$ cat src/bsc_pkg.sv
`default_nettype none
package bsc_pkg;
  localparam int unsigned CLK_MHZ = 100;
  localparam int unsigned PW      = 12;
  localparam int unsigned NST     = 4;

  localparam logic [7:0] OFS_CTRL   = 8'h00;
  localparam logic [7:0] OFS_PERIOD = 8'h04;
  localparam logic [7:0] OFS_DUTY   = 8'h08;
  localparam logic [7:0] OFS_STATUS = 8'h0C;
  localparam logic [7:0] OFS_MASK   = 8'h10;
  localparam logic [7:0] OFS_STATE  = 8'h14;

  localparam int unsigned CTRL_EN_BIT      = 0;
  localparam int unsigned CTRL_RECOVER_BIT = 1;
  localparam int unsigned ST_OVL           = 0;
  localparam int unsigned ST_OVH           = 1;
  localparam int unsigned ST_UVT           = 2;
  localparam int unsigned ST_SYNC_LOST     = 3;
  localparam int unsigned STATE_TGT_LSB    = 0;
  localparam int unsigned STATE_EXT_BIT    = 8;
  localparam int unsigned STATE_SPREAD_BIT = 9;
  localparam int unsigned STATE_REC_BIT    = 10;
  localparam int unsigned STATE_INUSE_LSB  = 12;

  localparam logic [PW-1:0] PERIOD_RST = 12'h0FA;
  localparam logic [PW-1:0] DUTY_RST   = 12'h064;

  localparam int unsigned MIN_OFF_SLOW_NS = 150;
  localparam int unsigned MIN_ON_SLOW_NS  = 150;
  localparam int unsigned MIN_OFF_FAST_NS = 40;
  localparam int unsigned MIN_ON_FAST_NS  = 110;
  localparam logic [PW-1:0] MIN_OFF_SLOW_CYC = PW'((MIN_OFF_SLOW_NS * CLK_MHZ + 999) / 1000);
  localparam logic [PW-1:0] MIN_ON_SLOW_CYC  = PW'((MIN_ON_SLOW_NS * CLK_MHZ + 999) / 1000);
  localparam logic [PW-1:0] MIN_OFF_FAST_CYC = PW'((MIN_OFF_FAST_NS * CLK_MHZ + 999) / 1000);
  localparam logic [PW-1:0] MIN_ON_FAST_CYC  = PW'((MIN_ON_FAST_NS * CLK_MHZ + 999) / 1000);
  localparam int unsigned FAST_BAND_NS = 550;
  localparam logic [PW-1:0] FAST_BAND_CYC = PW'((FAST_BAND_NS * CLK_MHZ) / 1000);

  localparam int unsigned SYNC_MIN_KHZ = 100;
  localparam int unsigned SYNC_MAX_KHZ = 2222;
  localparam logic [PW-1:0] SYNC_MAX_PER_CYC = PW'((CLK_MHZ * 1000) / SYNC_MIN_KHZ);
  localparam logic [PW-1:0] SYNC_MIN_PER_CYC = PW'((CLK_MHZ * 1000) / SYNC_MAX_KHZ);

  localparam int unsigned UV_TIMEOUT_MS  = 110;
  localparam int unsigned UV_TIMEOUT_CYC = UV_TIMEOUT_MS * CLK_MHZ * 1000;
  localparam int unsigned CHECK_US       = 10;
  localparam int unsigned CHECK_CYC      = CHECK_US * CLK_MHZ;
  localparam int unsigned INIT_PCT       = 88;

  typedef enum logic [1:0] {
    CM_DETECT   = 2'b00,
    CM_INTERNAL = 2'b01,
    CM_EXTERNAL = 2'b10
  } bsc_mode_e;
endpackage : bsc_pkg
`default_nettype wire

$ cat src/bsc_top.sv
// Function
// - min on/off pulse widths per frequency band
// - only strapped in-use sinks are evaluated
// - open or shorted strings leave the loop
// - raise target when any sink below headroom
// - lower target until a sink reaches headroom
// - ramp to 88% initial level before channels active
// - low overvoltage: stop switching, flag, sinks run
// - high overvoltage: fault recovery and flag
// - undervoltage 110 ms timer then recovery and flag
// - no sync clock: pin level sets spread spectrum
// - sync clock present: switch from external clock
// - sync clock lost: internal clock, final level
// - detect sync clock at start, else internal
// - sync 100 to 2222 kHz, spread off
//
// The address map and the AHB-Lite slave port were chosen for this implementation.
`timescale 1ns/10ps
`default_nettype none
module bsc_top
  import bsc_pkg::*;
#(
  parameter int unsigned TW             = 8,
  parameter int unsigned NCH            = 4,
  parameter logic [7:0]  TGT_MIN        = 8'h00,
  parameter logic [7:0]  TGT_MAX        = 8'hFF,
  parameter int unsigned UV_TIMEOUT_CYCLES = bsc_pkg::UV_TIMEOUT_CYC
)(
  input  wire logic            hclk,
  input  wire logic            hresetn,
  input  wire logic            hsel,
  input  wire logic [31:0]     haddr,
  input  wire logic [1:0]      htrans,
  input  wire logic            hwrite,
  input  wire logic [2:0]      hsize,
  input  wire logic [31:0]     hwdata,
  input  wire logic            hready,
  output logic      [31:0]     hrdata,
  output logic                 hreadyout,
  output logic                 hresp,
  input  wire logic            boost_clock_sync_pin,
  input  wire logic [NCH-1:0]  string_config_strap,
  input  wire logic [NCH-1:0]  string_fault,
  input  wire logic [NCH-1:0]  sink_below_headroom,
  input  wire logic [NCH-1:0]  sink_at_headroom,
  input  wire logic            channels_active,
  input  wire logic            overvoltage_low_level,
  input  wire logic            overvoltage_high_level,
  input  wire logic            output_undervoltage_level,
  output logic                 switch_gate,
  output logic      [TW-1:0]   boost_target,
  output logic                 spread_enable,
  output logic                 fault_recovery,
  output logic                 irq
);
  import bsc_pkg::*;

  localparam logic [TW-1:0] TGT_INIT =
    TW'(int'(TGT_MIN) + ((int'(TGT_MAX) - int'(TGT_MIN)) * INIT_PCT) / 100);

  // pins cross into hclk through two flops; stage 1 feeds stage 2 only
  localparam int unsigned NSYN = 4 * NCH + 5;
  logic [NSYN-1:0] syn1;
  logic [NSYN-1:0] syn2;
  logic            sync_d;
  always_ff @(posedge hclk or negedge hresetn)
  begin
    if (!hresetn)
    begin
      syn1   <= '0;
      syn2   <= '0;
      sync_d <= 1'b0;
    end
    else
    begin
      syn1   <= {boost_clock_sync_pin, string_config_strap, string_fault,
                 sink_below_headroom, sink_at_headroom, channels_active,
                 overvoltage_low_level, overvoltage_high_level,
                 output_undervoltage_level};
      syn2   <= syn1;
      sync_d <= syn2[NSYN-1];
    end
  end
  logic           sync_s, act_s, ovl_s, ovh_s, uv_s;
  logic [NCH-1:0] strap_s, fault_s, below_s, at_s;
  assign {sync_s, strap_s, fault_s, below_s, at_s, act_s, ovl_s, ovh_s, uv_s} = syn2;
  logic sync_edge;
  assign sync_edge = syn2[NSYN-1] & ~sync_d;

  // AHB-Lite slave: zero wait states, always OKAY
  logic            ctrl_en, rec_clr;
  logic [PW-1:0]   period_r, duty_r;
  logic [NST-1:0]  status, mask;
  logic [NST-1:0]  ev;
  logic            wr_pend, next_wr_pend;
  logic [7:0]      wr_addr, next_wr_addr;
  logic [31:0]     next_hrdata;
  logic            next_ctrl_en;
  logic [PW-1:0]   next_period_r, next_duty_r;
  logic [NST-1:0]  next_status, next_mask, status_clr;
  logic [NCH-1:0]  in_use;
  bsc_mode_e       mode;
  logic            addr_ok;

  assign hreadyout = 1'b1;
  assign hresp     = 1'b0;
  assign addr_ok   = hsel & hready & htrans[1];

  always_comb
  begin
    next_wr_pend  = addr_ok & hwrite;
    next_wr_addr  = haddr[7:0];
    next_hrdata   = hrdata;
    next_ctrl_en  = ctrl_en;
    next_period_r = period_r;
    next_duty_r   = duty_r;
    next_mask     = mask;
    status_clr    = '0;
    rec_clr       = 1'b0;
    if (addr_ok && !hwrite)
    begin
      case (haddr[7:0])
        OFS_CTRL:   next_hrdata = {31'h0000_0000, ctrl_en};
        OFS_PERIOD: next_hrdata = {20'h00000, period_r};
        OFS_DUTY:   next_hrdata = {20'h00000, duty_r};
        OFS_STATUS: next_hrdata = {28'h0000000, status};
        OFS_MASK:   next_hrdata = {28'h0000000, mask};
        OFS_STATE:  next_hrdata = {16'h0000, in_use, 1'b0, fault_recovery,
                                   spread_enable, mode == CM_EXTERNAL, boost_target};
        default:    next_hrdata = 32'h0000_0000;
      endcase
    end
    if (wr_pend)
    begin
      case (wr_addr)
        OFS_CTRL:
        begin
          next_ctrl_en = hwdata[CTRL_EN_BIT];
          rec_clr      = hwdata[CTRL_RECOVER_BIT];
        end
        OFS_PERIOD: next_period_r = hwdata[PW-1:0];
        OFS_DUTY:   next_duty_r   = hwdata[PW-1:0];
        OFS_STATUS: status_clr    = hwdata[NST-1:0];
        OFS_MASK:   next_mask     = hwdata[NST-1:0];
        default:    next_mask     = mask;
      endcase
    end
    // a new event wins over a clear in the same cycle
    next_status = (status & ~status_clr) | ev;
  end

  always_ff @(posedge hclk or negedge hresetn)
  begin
    if (!hresetn)
    begin
      wr_pend  <= 1'b0;
      wr_addr  <= 8'h00;
      hrdata   <= 32'h0000_0000;
      ctrl_en  <= 1'b0;
      period_r <= PERIOD_RST;
      duty_r   <= DUTY_RST;
      status   <= '0;
      mask     <= '0;
    end
    else
    begin
      wr_pend  <= next_wr_pend;
      wr_addr  <= next_wr_addr;
      hrdata   <= next_hrdata;
      ctrl_en  <= next_ctrl_en;
      period_r <= next_period_r;
      duty_r   <= next_duty_r;
      status   <= next_status;
      mask     <= next_mask;
    end
  end
  assign irq = |(status & mask);

  // sync clock detection and clock mode
  logic [PW-1:0] gap, next_gap, last_gap, next_last_gap;
  bsc_mode_e     next_mode;
  logic          next_spread, gap_ok, gap_over, sync_lost_ev;
  assign gap_ok   = (gap >= SYNC_MIN_PER_CYC) && (gap <= SYNC_MAX_PER_CYC);
  assign gap_over = gap > SYNC_MAX_PER_CYC;

  always_comb
  begin
    next_mode     = mode;
    next_last_gap = last_gap;
    next_gap      = gap_over ? gap : gap + 12'h001;
    sync_lost_ev  = 1'b0;
    if (sync_edge)
    begin
      next_gap      = 12'h001;
      next_last_gap = gap;
      // a period out of range does not switch to the external clock
      if (gap_ok)
        next_mode = CM_EXTERNAL;
    end
    else if (gap_over)
    begin
      case (mode)
        CM_DETECT:   next_mode = CM_INTERNAL;
        CM_EXTERNAL:
        begin
          next_mode        = CM_INTERNAL;
          sync_lost_ev     = 1'b1;
        end
        default:     next_mode = mode;
      endcase
    end
    // spread follows the settled pin level only without a clock
    next_spread = (next_mode == CM_INTERNAL) && sync_s;
  end

  always_ff @(posedge hclk or negedge hresetn)
  begin
    if (!hresetn)
    begin
      mode          <= CM_DETECT;
      gap           <= '0;
      last_gap      <= '0;
      spread_enable <= 1'b0;
    end
    else
    begin
      mode          <= next_mode;
      gap           <= next_gap;
      last_gap      <= next_last_gap;
      spread_enable <= next_spread;
    end
  end

  // faults
  logic [31:0] uv_cnt, next_uv_cnt;
  logic        next_recovery, uv_expire;
  assign uv_expire = uv_s && (uv_cnt == 32'(UV_TIMEOUT_CYCLES - 1));
  always_comb
  begin
    next_uv_cnt   = uv_s ? uv_cnt + 32'h0000_0001 : 32'h0000_0000;
    if (uv_expire)
      next_uv_cnt = 32'h0000_0000;
    ev[ST_OVL]    = ovl_s;
    ev[ST_OVH]    = ovh_s;
    ev[ST_UVT]    = uv_expire;
    ev[ST_SYNC_LOST] = sync_lost_ev;
    // recovery is left only by software, and never while high overvoltage stands
    next_recovery = (fault_recovery & ~rec_clr) | ovh_s | uv_expire;
  end
  always_ff @(posedge hclk or negedge hresetn)
  begin
    if (!hresetn)
    begin
      uv_cnt         <= '0;
      fault_recovery <= 1'b0;
    end
    else
    begin
      uv_cnt         <= next_uv_cnt;
      fault_recovery <= next_recovery;
    end
  end

  // adaptive target loop; strap read once after it has crossed in
  logic [1:0]     strap_wait, next_strap_wait;
  logic [NCH-1:0] next_in_use, mon;
  logic [11:0]    chk_cnt, next_chk_cnt;
  logic [TW-1:0]  next_target;
  logic           chk;
  assign mon = in_use & ~fault_s;
  assign chk = chk_cnt == 12'(CHECK_CYC - 1);
  always_comb
  begin
    next_strap_wait = (strap_wait == 2'h3) ? strap_wait : strap_wait + 2'h1;
    next_in_use     = (strap_wait == 2'h2) ? strap_s : in_use;
    next_chk_cnt    = chk ? 12'h000 : chk_cnt + 12'h001;
    next_target     = boost_target;
    if (chk)
    begin
      if (!act_s)
      begin
        if (boost_target < TGT_INIT)
          next_target = boost_target + 1'b1;
      end
      else if (|(below_s & mon))
      begin
        if (boost_target != TGT_MAX)
          next_target = boost_target + 1'b1;
      end
      else if (!(|(at_s & mon)) && boost_target != TGT_MIN)
        next_target = boost_target - 1'b1;
    end
  end
  always_ff @(posedge hclk or negedge hresetn)
  begin
    if (!hresetn)
    begin
      strap_wait   <= 2'h0;
      in_use       <= '0;
      chk_cnt      <= '0;
      boost_target <= TGT_MIN;
    end
    else
    begin
      strap_wait   <= next_strap_wait;
      in_use       <= next_in_use;
      chk_cnt      <= next_chk_cnt;
      boost_target <= next_target;
    end
  end

  // switching cycle
  function automatic logic [PW-1:0] on_width(input logic [PW-1:0] duty,
                                            input logic [PW-1:0] per);
    logic [PW-1:0] mon_c, moff_c, lim;
    begin
      mon_c  = (per <= FAST_BAND_CYC) ? MIN_ON_FAST_CYC  : MIN_ON_SLOW_CYC;
      moff_c = (per <= FAST_BAND_CYC) ? MIN_OFF_FAST_CYC : MIN_OFF_SLOW_CYC;
      lim    = (per > moff_c) ? per - moff_c : '0;
      if (duty > lim)
        on_width = lim;
      else if (duty < mon_c)
        on_width = (lim >= mon_c) ? mon_c : '0;
      else
        on_width = duty;
    end
  endfunction : on_width

  logic [PW-1:0] ph, next_ph, sp, next_sp, per_eff, on_eff;
  logic          sp_up, next_sp_up, next_gate, force_off, restart;
  // spread as a triangle of about +-1.6 % stepped once per cycle
  assign per_eff = (mode == CM_EXTERNAL) ? last_gap
                 : spread_enable ? period_r - (period_r >> 6) + sp : period_r;
  assign on_eff    = on_width(duty_r, per_eff);
  assign force_off = !ctrl_en || ovl_s || fault_recovery || mode == CM_DETECT;
  assign restart   = (mode == CM_EXTERNAL) ? sync_edge : (ph + 12'h001 >= per_eff);

  always_comb
  begin
    next_ph    = restart ? 12'h000 : ph + 12'h001;
    next_sp    = sp;
    next_sp_up = sp_up;
    if (restart && spread_enable)
    begin
      if (sp_up && sp < (period_r >> 5))
        next_sp = sp + 12'h001;
      else if (!sp_up && sp != 12'h000)
        next_sp = sp - 12'h001;
      else
        next_sp_up = !sp_up;
    end
    // a pulse only starts with a cycle, so a late release cannot make a runt
    next_gate = !force_off && (next_ph < on_eff) && (switch_gate || restart);
  end
  always_ff @(posedge hclk or negedge hresetn)
  begin
    if (!hresetn)
    begin
      ph          <= '0;
      sp          <= '0;
      sp_up       <= 1'b1;
      switch_gate <= 1'b0;
    end
    else
    begin
      ph          <= next_ph;
      sp          <= next_sp;
      sp_up       <= next_sp_up;
      switch_gate <= next_gate;
    end
  end

  logic [PW-1:0] on_len;
  always_ff @(posedge hclk or negedge hresetn)
  begin
    if (!hresetn)
      on_len <= '0;
    else
      on_len <= switch_gate ? on_len + 12'h001 : 12'h000;
  end
endmodule : bsc_top
`default_nettype wire

$ cat config.mk
export PLATFORM = sky130hd
export DESIGN_NAME = bsc_top
export DESIGN_NICKNAME = d
export VERILOG_FILES = /design/src/bsc_pkg.sv /design/src/bsc_top.sv
export SDC_FILE = /design/constraint.sdc
export NUM_CORES = 1
export LEC_CHECK = 0
export BUFFER_PORTS_ARGS = -buffer_cell sky130_fd_sc_hd__clkbuf_2
export CORE_ASPECT_RATIO = 0.5
export CORE_MARGIN = 2
export CORE_UTILIZATION = 60
export CTS_BUF_LIST = sky130_fd_sc_hd__clkbuf_4
export DETAILED_ROUTE_END_ITERATION = 8
export HOLD_SLACK_MARGIN = 0.12
export PLACE_DENSITY = 0.82
export SLEW_MARGIN = 20
export SYNTH_ARGS = -nofsm -noshare
export SYNTH_HDL_FRONTEND = slang
export SYNTH_SLANG_ARGS = --single-unit
export TNS_END_PERCENT = 30
$ cat constraint.sdc
create_clock -name hclk -period 10.8 [get_ports hclk]
set_input_delay 1.08 -clock hclk [delete_from_list [all_inputs] [get_ports hclk]]
set_output_delay 1.08 -clock hclk [all_outputs]
set_load 0.02 [all_outputs]
# Word-level counts from Yosys, hierarchy flattened
# Index checks and enable logic that the tools add are counted.
dict set report op_classes {
  n_mux 34
  addsub 12
  n_eq_ne 19
  reduce_logical 37
  bitwise 19
  order_cmp 12
}
# op n
set ops {}
lappend ops {{12-bit 2-to-1 mux} 11}
lappend ops {{16-bit case mux with 6 select lines} 1}
lappend ops {{32-bit 2-to-1 mux} 2}
lappend ops {{12-bit by 1-bit adder with 12-bit output, second input constant} 4}
lappend ops {{8-bit 2-to-1 mux} 5}
lappend ops {{32-bit by 1-bit adder with 32-bit output, second input constant} 1}
lappend ops {{32-bit by 24-bit == test with 1-bit output, second input constant} 1}
lappend ops {{8-bit by 4-bit == test with 1-bit output, second input constant} 4}
lappend ops {{8-bit by 5-bit == test with 1-bit output, second input constant} 3}
lappend ops {{4-bit AND} 5}
lappend ops {{8-bit by 3-bit == test with 1-bit output, second input constant} 2}
lappend ops {{8-bit logical NOT} 2}
lappend ops {{4-bit 2-to-1 mux} 4}
lappend ops {{12-bit adder} 1}
lappend ops {{12-bit by 10-bit == test with 1-bit output, second input constant} 1}
lappend ops {{12-bit greater-or-equal comparator} 1}
lappend ops {{12-bit by 4-bit greater-or-equal comparator with 1-bit output} 1}
lappend ops {{12-bit by 6-bit greater-or-equal comparator with 1-bit output, second input constant} 1}
lappend ops {{12-bit by 10-bit greater-than comparator with 1-bit output, second input constant} 1}
lappend ops {{12-bit greater-than comparator} 1}
lappend ops {{12-bit by 4-bit greater-than comparator with 1-bit output} 1}
lappend ops {{12-bit by 10-bit <= comparator with 1-bit output, second input constant} 1}
lappend ops {{12-bit by 6-bit <= comparator with 1-bit output, second input constant} 1}
lappend ops {{12-bit < comparator} 1}
lappend ops {{other kinds (35)} 77}
dict set report totals {
  out_inout_bits 46
  register_bits 229
  in_bits 95
  elab_cells 158
}

# Longest topological paths before layout
# Gate-level depths: netlist (run 1).
dict set report depth {
  depth_word 15
  ltp_mapped 43
  depth_no_buf 39
}

# Worst setup path before layout (run 1)
# OpenSTA, ideal clock, no wires.
dict set report synth_timing {
  path_type {register to register}
  start {register period_r[5]}
  end {register switch_gate}
  path_buffers 4
  path_stages_with_launch 41
  period_less_slack_ps 8366
  arrival_ps 8300
  path_slack_ps 2434
  path_cell_list {dfstp_2 > inv_1 > fa_1 > inv_1 > ha_1 > buf_6 > and4_1 > nor4bb_1 > or4_1 > a31o_4 > nand3b_1 > nor4_1 > inv_1 > ha_1 > fa_1 > nor2b_1 > a21oi_1 > a41oi_1 > [... 5 more ...] > nor2b_1 > o21a_1 > o21a_1 > o21ai_0 > a31oi_1 > clkbuf_1 > nor2b_1 > a31oi_1 > ha_1 > a21o_1 > nand2_1 > a31oi_1 > o21a_1 > o21ai_0 > o211a_1 > o21a_1 > a41o_1 > o31a_1}
}
dict set report synth_between {
  elab_chain_cells 15
  elab_cells_between_ends 23
  cone_classes {add/sub: 3; order compare: 7; mux: 10; reduce/logical: 3}
}
# item line
set synth_rtl {}
lappend synth_rtl {{start: declaration} bsc_top.sv:92} ;# logic [PW-1:0] period_r, duty_r;
lappend synth_rtl {{start signal: assignment} bsc_top.sv:171} ;# period_r <= next_period_r;
lappend synth_rtl {{12-bit by 6-bit subtractor with 12-bit output} bsc_top.sv:333} ;# : spread_enable ? period_r - (period_r >> 6) + sp : period_r;
lappend synth_rtl {{12-bit adder} bsc_top.sv:333}
lappend synth_rtl {{12-bit 2-to-1 mux (*)} bsc_top.sv:333}
lappend synth_rtl {{12-bit 2-to-1 mux (*)} bsc_top.sv:332} ;# assign per_eff = (mode == CM_EXTERNAL) ? last_gap
lappend synth_rtl {{12-bit by 6-bit <= comparator with 1-bit output} {bsc_top.sv:317, bsc_top.sv:318}}
lappend synth_rtl {{4-bit 2-to-1 mux} bsc_top.sv:318} ;# moff_c = (per <= FAST_BAND_CYC) ? MIN_OFF_FAST_CYC : MIN_OFF_SLOW_CYC;
lappend synth_rtl {{12-bit by 4-bit subtractor with 12-bit output or 12-bit by 4-bit greater-than comparator with 1-bit output (tied branches)} bsc_top.sv:319} ;# lim = (per > moff_c) ? per - moff_c : '0;
lappend synth_rtl {{12-bit 2-to-1 mux} bsc_top.sv:319}
lappend synth_rtl {{12-bit by 4-bit greater-or-equal comparator with 1-bit output} bsc_top.sv:323} ;# on_width = (lim >= mon_c) ? mon_c : '0;
lappend synth_rtl {{4-bit 2-to-1 mux} bsc_top.sv:323}
lappend synth_rtl {{12-bit 2-to-1 mux} bsc_top.sv:322} ;# else if (duty < mon_c)
lappend synth_rtl {{12-bit 2-to-1 mux} bsc_top.sv:320} ;# if (duty > lim)
lappend synth_rtl {{12-bit < comparator} bsc_top.sv:353} ;# next_gate = !force_off && (next_ph < on_eff) && (switch_gate || restart);
lappend synth_rtl {{1-bit logical AND} bsc_top.sv:353}
lappend synth_rtl {{1-bit logical AND (*)} bsc_top.sv:353}
lappend synth_rtl {{via next_gate} bsc_top.sv:330} ;# logic sp_up, next_sp_up, next_gate, force_off, restart;
lappend synth_rtl {{end signal: assignment} bsc_top.sv:369} ;# switch_gate <= next_gate;
lappend synth_rtl {{end: declaration} bsc_top.sv:50} ;# output logic switch_gate,
# The timed path passes the listed nets; every way through them passes the cells marked *.
# A chain may end at the register's enable or synchronous reset.

# Final worst setup path (run 1)
# Ends and elaborated chain as after synthesis.

==> impl_metrics.ini, run 1 <==
[status]
run_status = complete, no violations

[synth]
netlist_area_sq_um = 12200
seq_area_frac_synth = 0.439
synth-compound-area-share = 0.122
synth.top_cell.area_share = 0.417
dominantRegCellSynth = sky130_fd_sc_hd__dfrtp_1
post_synth_inst_count = 1253
synth_top_family_by_area = simple AND/OR/NAND/NOR gates
post_synth_main_area_contributors = sky130_fd_sc_hd__dfrtp_1, sky130_fd_sc_hd__ha_1, sky130_fd_sc_hd__nand2_1
synthAdderAreaFrac = 0.0985
synth_enable_flop_cells = 0
flop_and_latch_count_out_of_synthesis = 213
synthArstFlopShare = 1.00
yosys.area_share.simple = 0.186
netlist.top_cell.by_area = sky130_fd_sc_hd__dfrtp_1
post_synth_num_cell_types = 80
syn_avg_cell_area_sq_um = 9.71
yosys.area_share.xor_xnor = 0.0604
muxShareOfSynthArea = 0.0458
synth-warning-count = 0

[die]
fp.dieW_um = 205
chipHeight_um = 105
floorplan_core_area_sq_um = 19700
ios = 141
rows = 36
die_area_sq_um = 21500
initial_utilization = 0.618

[cells_and_area]
antennaDiodeCount = 0
layout.nets = 1531
area_growth_pct = 9.41
fill_cells = 1488
final_layout_size_suffix_gt1_frac = 0.161
final_core_utilization = 0.677

[grt]
globalRouteOverflowTotal = 0
grt_pass1_vias = 9453
grt_first_pass_wirelength_mm = 45.6
grt_antenna_before_repair = 0
grt_util_all_layers = 0.265
grt_max_degree = 135

[sta]
drv_slew = 0
final-hold-violation-count = 0
period_minus_slack_ns = 9.43
clock_skew_ns = 0.0544
finalSetupViolCount = 0
maxSlewHeadroom = 0.300
final.period_utilization = 0.873
setup_repair_after_global_routing_missed_its_margin = no
achievable-frequency_ghz = 0.106
slew_of_the_pin_with_the_lowest_slew_margin_ns = 1.05
final.setup.tns_ns = 0

[hold_path]
hp-class = flop to flop

[drt]
detail_route.iter0.violations = 698
route.detailed.wl_per_inst_um = 16.6
drc_errors = 0
detail_route.vias_per_cell = 5.74
num_vias = 9462
route.antenna.remaining_nets = 0
detail_route.first_pass.iterations = 6
drt_wl_total_mm = 27.4

[flow_run]
max_cap_viols = 0

[power_and_ir_drop]
total_power_w = 0.00183
p_sw_frac = 0.308
total_net_switching_power_w = 0.000563
power_report.internal_total_w = 0.00127
p_comb_frac = 0.182
seq_power_share = 0.480
ir_drop_v = 0.0000713
p_leak_nw = 6.53
pwr-share-clk = 0.338
p_per_area_nw_per_um2 = 137

[critical_path]
timing.critical_path.from_type = flop
r2r_slack_ns = 1.37
crit_arrival_ns = 10.05
cp-end-kind = flop
crit_required_ns = 11.41
worst_r2r_endpoint = switch_gate
worst-path-max-fanout = 25
critPathMaxStageDelay_ns = 0.60
timing.setup.critical_path_class = flop to flop
cpMaxStageDelayCell = sky130_fd_sc_hd__dfstp_2
timing.critical_path.to = switch_gate
critPathMostFrequentCell = sky130_fd_sc_hd__ha_1
timing.rr.start = period_r[5]
startpoint = period_r[5]
worst-r2r-cell-count = 38

[clock_tree]
post-cts-setup-buffer-count = 0
cts-buffers-inserted = 48
clkLatencyLatePin_ns = 0.69
cts.sink_count = 213
max-clock-path-buffers = 3
path_clk_slew_ns = 0.08
clock_tree.root_cell = sky130_fd_sc_hd__clkbuf_4
cts_tree = done
post_cts.resized_instances = 0
cts.htree.levels = 2
holdBufCountCts = 0

[place]
place.port_buffers = 74
gp_congestion = 0.929
dpl.hpwl_mm = 20.2
-- Yosys cell counts, types with 11 or more instances --
cell	n
sky130_fd_sc_hd__nor3_1	18
sky130_fd_sc_hd__nand2b_1	11
sky130_fd_sc_hd__nor2b_1	29
sky130_fd_sc_hd__ha_1	83
sky130_fd_sc_hd__nor2_1	119
sky130_fd_sc_hd__o21ai_0	50
sky130_fd_sc_hd__dfrtp_1	203
sky130_fd_sc_hd__or3_1	11
sky130_fd_sc_hd__a21oi_1	46
sky130_fd_sc_hd__mux2_2	36
sky130_fd_sc_hd__nand4_1	20
sky130_fd_sc_hd__xor2_1	47
sky130_fd_sc_hd__and3_1	17
sky130_fd_sc_hd__nor4_1	13
sky130_fd_sc_hd__a31oi_1	12
sky130_fd_sc_hd__clkbuf_1	20
sky130_fd_sc_hd__nand2_1	144
sky130_fd_sc_hd__nand3_1	43
sky130_fd_sc_hd__a21o_1	25
sky130_fd_sc_hd__xnor2_1	37
sky130_fd_sc_hd__mux2i_1	13
sky130_fd_sc_hd__inv_1	74
sky130_fd_sc_hd__buf_4	20
-- per-layer routing --
| layer | up-vias | track usage | part of all wire |
|---|---|---|---|
| li1 | 4560 | - | - |
| met5 | - | 0 | 0 |
| met4 | 0 | 0.0730 | 0.019 |
| met1 | 4561 | 0.369 | 0.45 |
| met2 | 294 | 0.405 | 0.45 |
| met3 | 47 | 0.0774 | 0.081 |
-- critical path: cells and delay by family, from the launching register on --
family	cells	cell delay, ns
mux	1	0.14
buf+inv	4	0.41
simple gates	10	2.39
fa+ha+maj	6	2.23
compound gates	17	3.59
flops	1	0.60
-- power groups by stage --
stage	Combinational (W)	Sequential, W	Clock [W]
4_1_cts	0.000332	0.000877	0.000630
3_3_place_gp	0.000315	0.000889	0
5_1_grt	0.000377	0.000882	0.000678
6_report	0.000334	0.000878	0.000619
3_5_place_dp	0.000329	0.000892	0
2_1_floorplan	0.000245	0.000879	0
-- how the worst min path moves through the flow --
stage | startpoint | endpoint | slack (ns) | cells after the start
floorplan | syn1[0] | syn2[0] | 0.33 | 0
global placement | syn1[0] | syn2[0] | 0.33 | 0
detailed placement | syn1[0] | syn2[0] | 0.33 | 0
CTS | syn1[13] | syn2[13] | 0.35 | 0
global route | syn1[16] | syn2[16] | 0.35 | 0
finish | syn1[13] | syn2[13] | 0.34 | 0
-- per-stage QoR --
stage / setup WS [ns] / instance area (sq um) / cells / hold WS, ns
after floorplan: 2.43 / 12200 / 1269 / 0.331
after global placement: 1.57 / 12700 / 1560 / 0.333
after detailed placement: 1.30 / 12700 / 1560 / 0.335
after CTS: 1.30 / 13300 / 1647 / 0.348
after global routing: 0.689 / 13300 / 1648 / 0.354
final: 1.37 / 13300 / 1648 / 0.343
-- sequential cells by signal, indices dropped and copies added, names as in the netlist, 2 cells and up --
signal and cells:
uv_cnt 32, syn1 21, syn2 21, hrdata 16, chk_cnt 12, duty_r 12, gap 12, last_gap 12
period_r 12, ph 12, sp 12, boost_target 8, wr_addr 8, in_use 4, mask 4, status 4
mode 2, strap_wait 2
-- placed cells by master (no fill, tap or decap), types with 6 or more instances in the layout --
cell	n
sky130_fd_sc_hd__a21oi_1	46
sky130_fd_sc_hd__mux2_2	36
sky130_fd_sc_hd__nand2b_1	11
sky130_fd_sc_hd__xor2_1	47
sky130_fd_sc_hd__a21o_1	25
sky130_fd_sc_hd__nand3_1	43
sky130_fd_sc_hd__conb_1	18
sky130_fd_sc_hd__o21a_1	8
sky130_fd_sc_hd__nor3_1	18
sky130_fd_sc_hd__nand2_1	144
sky130_fd_sc_hd__clkbuf_2	73
sky130_fd_sc_hd__dfrtp_1	203
sky130_fd_sc_hd__nor4_1	13
sky130_fd_sc_hd__dfstp_2	10
sky130_fd_sc_hd__and2_1	9
sky130_fd_sc_hd__xnor2_1	37
sky130_fd_sc_hd__nor2b_1	28
sky130_fd_sc_hd__or3_1	11
sky130_fd_sc_hd__fa_1	8
sky130_fd_sc_hd__nor2_1	118
sky130_fd_sc_hd__clkbuf_4	66
sky130_fd_sc_hd__ha_1	83
sky130_fd_sc_hd__mux2i_1	13
sky130_fd_sc_hd__nand4_1	20
sky130_fd_sc_hd__or4_1	7
sky130_fd_sc_hd__a31oi_1	11
sky130_fd_sc_hd__a22o_1	6
sky130_fd_sc_hd__a22oi_1	9
sky130_fd_sc_hd__a211oi_1	8
sky130_fd_sc_hd__inv_1	74
sky130_fd_sc_hd__clkinv_1	13
sky130_fd_sc_hd__and3_1	17
sky130_fd_sc_hd__o21ai_0	50
-- kinds of logic after synthesis --
logic type | after synthesis
compound gates | 218
xor+xnor | 84
fa+ha+maj | 91
buf+inv | 127
flops | 213
mux | 50
other cells | 2
simple gates | 468
-- final cells by class --
cell class / count / area, sq um / area share
tap: 266 / 333 / 0.0250
clock inverter: 21 / 95.1 / 0.00714
clock buffer: 66 / 495 / 0.0372
timing repair buffer: 79 / 438 / 0.0329
sequential: 213 / 5340 / 0.401
inverter: 74 / 278 / 0.0209
multi-input combinational: 929 / 6330 / 0.476
No activity file was read; power rests on OpenSTA's default activity.
==> run 2, diff against run 1 <==
--- a/config.mk
+++ b/config.mk
@@ -5,6 +5,7 @@
 export SDC_FILE = /design/constraint.sdc
 export NUM_CORES = 1
 export LEC_CHECK = 0
+export ABC_AREA = 1
 export BUFFER_PORTS_ARGS = -buffer_cell sky130_fd_sc_hd__clkbuf_2
 export CORE_ASPECT_RATIO = 0.5
 export CORE_MARGIN = 2
@@ -12,7 +13,7 @@
 export CTS_BUF_LIST = sky130_fd_sc_hd__clkbuf_4
 export DETAILED_ROUTE_END_ITERATION = 8
 export HOLD_SLACK_MARGIN = 0.12
-export PLACE_DENSITY = 0.82
+export PLACE_DENSITY = 0.81
 export SLEW_MARGIN = 20
 export SYNTH_ARGS = -nofsm -noshare
 export SYNTH_HDL_FRONTEND = slang
==> run 2 against run 1 <==
Combinational power shrank 27%; total power shrank 1.8%; critical path depth grew 4; largest cell class unchanged; highest routed layer unchanged.
==> impl_metrics.ini, run 2 <==
[status]
run_status = complete, no violations

[synth]
post_synth_inst_count = 1587
dominantRegCellSynth = sky130_fd_sc_hd__dfrtp_1
post_synth_most_frequent_cells = sky130_fd_sc_hd__nand2_1, sky130_fd_sc_hd__inv_1, sky130_fd_sc_hd__dfrtp_1
synth-warning-count = 0
post_synth_main_area_contributors = sky130_fd_sc_hd__dfrtp_1, sky130_fd_sc_hd__nand2_1, sky130_fd_sc_hd__ha_1
syn_avg_cell_area_sq_um = 8.04
synthArstFlopShare = 1.00
synth_enable_flop_cells = 0
yosysMostFrequentCell = sky130_fd_sc_hd__nand2_1
synth.top_cell.area_share = 0.398
netlist.top_cell.by_area = sky130_fd_sc_hd__dfrtp_1
seq_area_frac_synth = 0.419
netlist_area_sq_um = 12800
post_synth_num_cell_types = 64
flop_and_latch_count_out_of_synthesis = 213

[clock_tree]
cts.sink_count = 213
cts.htree.levels = 2
cts-buffers-inserted = 48
cts_tree = done
clock_tree.root_cell = sky130_fd_sc_hd__clkbuf_4
path_clk_slew_ns = 0.08
clkLatencyLatePin_ns = 0.70
post-cts-setup-buffer-count = 0
post_cts.resized_instances = 0
holdBufCountCts = 0
max-clock-path-buffers = 3

[power_and_ir_drop]
total_power_w = 0.00180
power_report.internal_total_w = 0.00127
p_per_area_nw_per_um2 = 128
pwr-share-clk = 0.386
seq_power_share = 0.478
ir_drop_v = 0.000121
p_sw_frac = 0.295
p_leak_nw = 7.50
total_net_switching_power_w = 0.000530
p_comb_frac = 0.136

[critical_path]
critPathMaxStageDelay_ns = 0.65
crit_required_ns = 11.43
critPathMostFrequentCell = sky130_fd_sc_hd__inv_1
timing.critical_path.from_type = flop
timing.setup.critical_path_class = flop to flop
cp-end-kind = flop
crit_arrival_ns = 8.78
worst-path-max-fanout = 15
cpMaxStageDelayCell = sky130_fd_sc_hd__nor4_2

[hold_path]
hp-class = flop to flop

[sta]
finalSetupViolCount = 0
slew_of_the_pin_with_the_lowest_slew_margin_ns = 0.907
clock_skew_ns = 0.0480
final.period_utilization = 0.755
maxSlewHeadroom = 0.389
achievable-frequency_ghz = 0.123
final.setup.tns_ns = 0
final.hold.worst_slack_ns = 0.349
setup_repair_after_global_routing_missed_its_margin = no
final-hold-violation-count = 0
period_minus_slack_ns = 8.15
drv_slew = 0

[place]
gp_congestion = 0.927
dpl.hpwl_mm = 22.8
place.port_buffers = 74
dp_cells = 1914

[drt]
drt_wl_total_mm = 30.4
route.antenna.remaining_nets = 0
detail_route.first_pass.iterations = 7
route.detailed.wl_per_inst_um = 15.1
detail_route.vias_per_cell = 5.52
num_vias = 11071
drc_errors = 0
detail_route.iter0.violations = 887

[cells_and_area]
layout.area.seq_sq_um = 5340
largest_register = uv_cnt
fill_cells = 1673
reg.largest.list = uv_cnt (32), syn1 (21), syn2 (21)
multiInputGateArea_sq_um = 6170
largest_register_ff_count = 32
layout.cells.most_common_list = sky130_fd_sc_hd__nand2_1, sky130_fd_sc_hd__inv_1, sky130_fd_sc_hd__dfrtp_1
area_growth_pct = 9.88
finish.cell_count_without_fillers = 2005
final_layout_size_suffix_gt1_frac = 0.145
layout.nets = 1877
layout.cells.most_common = sky130_fd_sc_hd__nand2_1

[die]
rows = 37
ios = 141
die_area_sq_um = 22500
fp.dieW_um = 210
initial_utilization = 0.617
chipHeight_um = 107
floorplan_core_area_sq_um = 20700

[flow_run]
max_cap_viols = 0

[grt]
grt_antenna_before_repair = 1
grt_max_degree = 76
grt_first_pass_wirelength_mm = 51.6
globalRouteOverflowTotal = 0
grt_pass1_vias = 10902
grt_util_all_layers = 0.283
-- run 2: cell types whose count changed in the layout (fill, tap and decap cells not counted), sizes merged, moves of 36 or more --
cell,change
mux2,-36
inv,+211
o21ai,+82
a21oi,+37
nand2,+167
-- run 2: metal layers --
layer | up-vias | GRT usage | wire, um
li1 | 5383 | - | -
met1 | 5259 | 0.382 | 13600
met2 | 376 | 0.471 | 14200
met3 | 53 | 0.0574 | 2050
met4 | 0 | 0.0745 | 529
met5 | - | 0 | 0
-- run 2: cells by family (layout without fill, tap and decap cells) --
kind of cell	Yosys count	after routing	synth area share
other cells	2	19	0.000589
compound gates	279	279	0.124
simple gates	639	639	0.235
fa+ha+maj	91	91	0.0939
xor+xnor	36	36	0.0253
buf+inv	327	455	0.103
flops	213	213	0.419
-- run 2: layout make-up --
| type | count | share of cell area |
|---|---|---|
| multi-input combinational | 1063 | 0.440 |
| sequential | 213 | 0.381 |
| tap | 273 | 0.0244 |
| inverter | 286 | 0.0766 |
| antenna | 1 | 0.000178 |
| clock inverter | 20 | 0.0104 |
| timing repair buffer | 79 | 0.0297 |
| clock buffer | 70 | 0.0375 |
-- run 2: path summary, 6_finish.rpt --
path,from,to,slack [ns],depth (start not counted)
worst min register to register,syn1[0],syn2[0],0.35,0
min in group asynchronous,hresetn,syn2[13],0.40,1
worst min-delay path,syn1[0],syn2[0],0.35,0
worst max-delay path,period_r[1],switch_gate,2.65,42
max in group asynchronous,hresetn,last_gap[11],8.26,3
worst max register to register,period_r[1],switch_gate,2.65,42
-- run 2: critical path, delay by kind of cell (launching register included) --
| kind | cells | cell delay (ns) |
|---|---|---|
| and+or+nand+nor | 18 | 2.37 |
| adders and majority gates | 6 | 2.26 |
| DFF | 1 | 0.55 |
| AOI/OAI and AO/OA | 10 | 1.76 |
| buffers and inverters | 8 | 1.14 |
-- run 2: power by group through the flow --
stage | Sequential (W) | Combinational, W | Clock, W
final | 0.000859 | 0.000245 | 0.000694
after global routing | 0.000862 | 0.000280 | 0.000757
after detailed placement | 0.000874 | 0.000241 | 0
after floorplan | 0.000868 | 0.000173 | 0
after global placement | 0.000871 | 0.000230 | 0
after CTS | 0.000858 | 0.000244 | 0.000710
-- run 2: metrics by stage --
step                      instance area (sq um)  setup WS (ns)  utilization
after floorplan                           12800           3.78            -
after global placement                    13300           2.67        0.645
after detailed placement                  13300           2.48        0.645
after CTS                                 14000           2.42        0.677
after global routing                      14000           1.91        0.678
final                                     14000           2.65        0.678
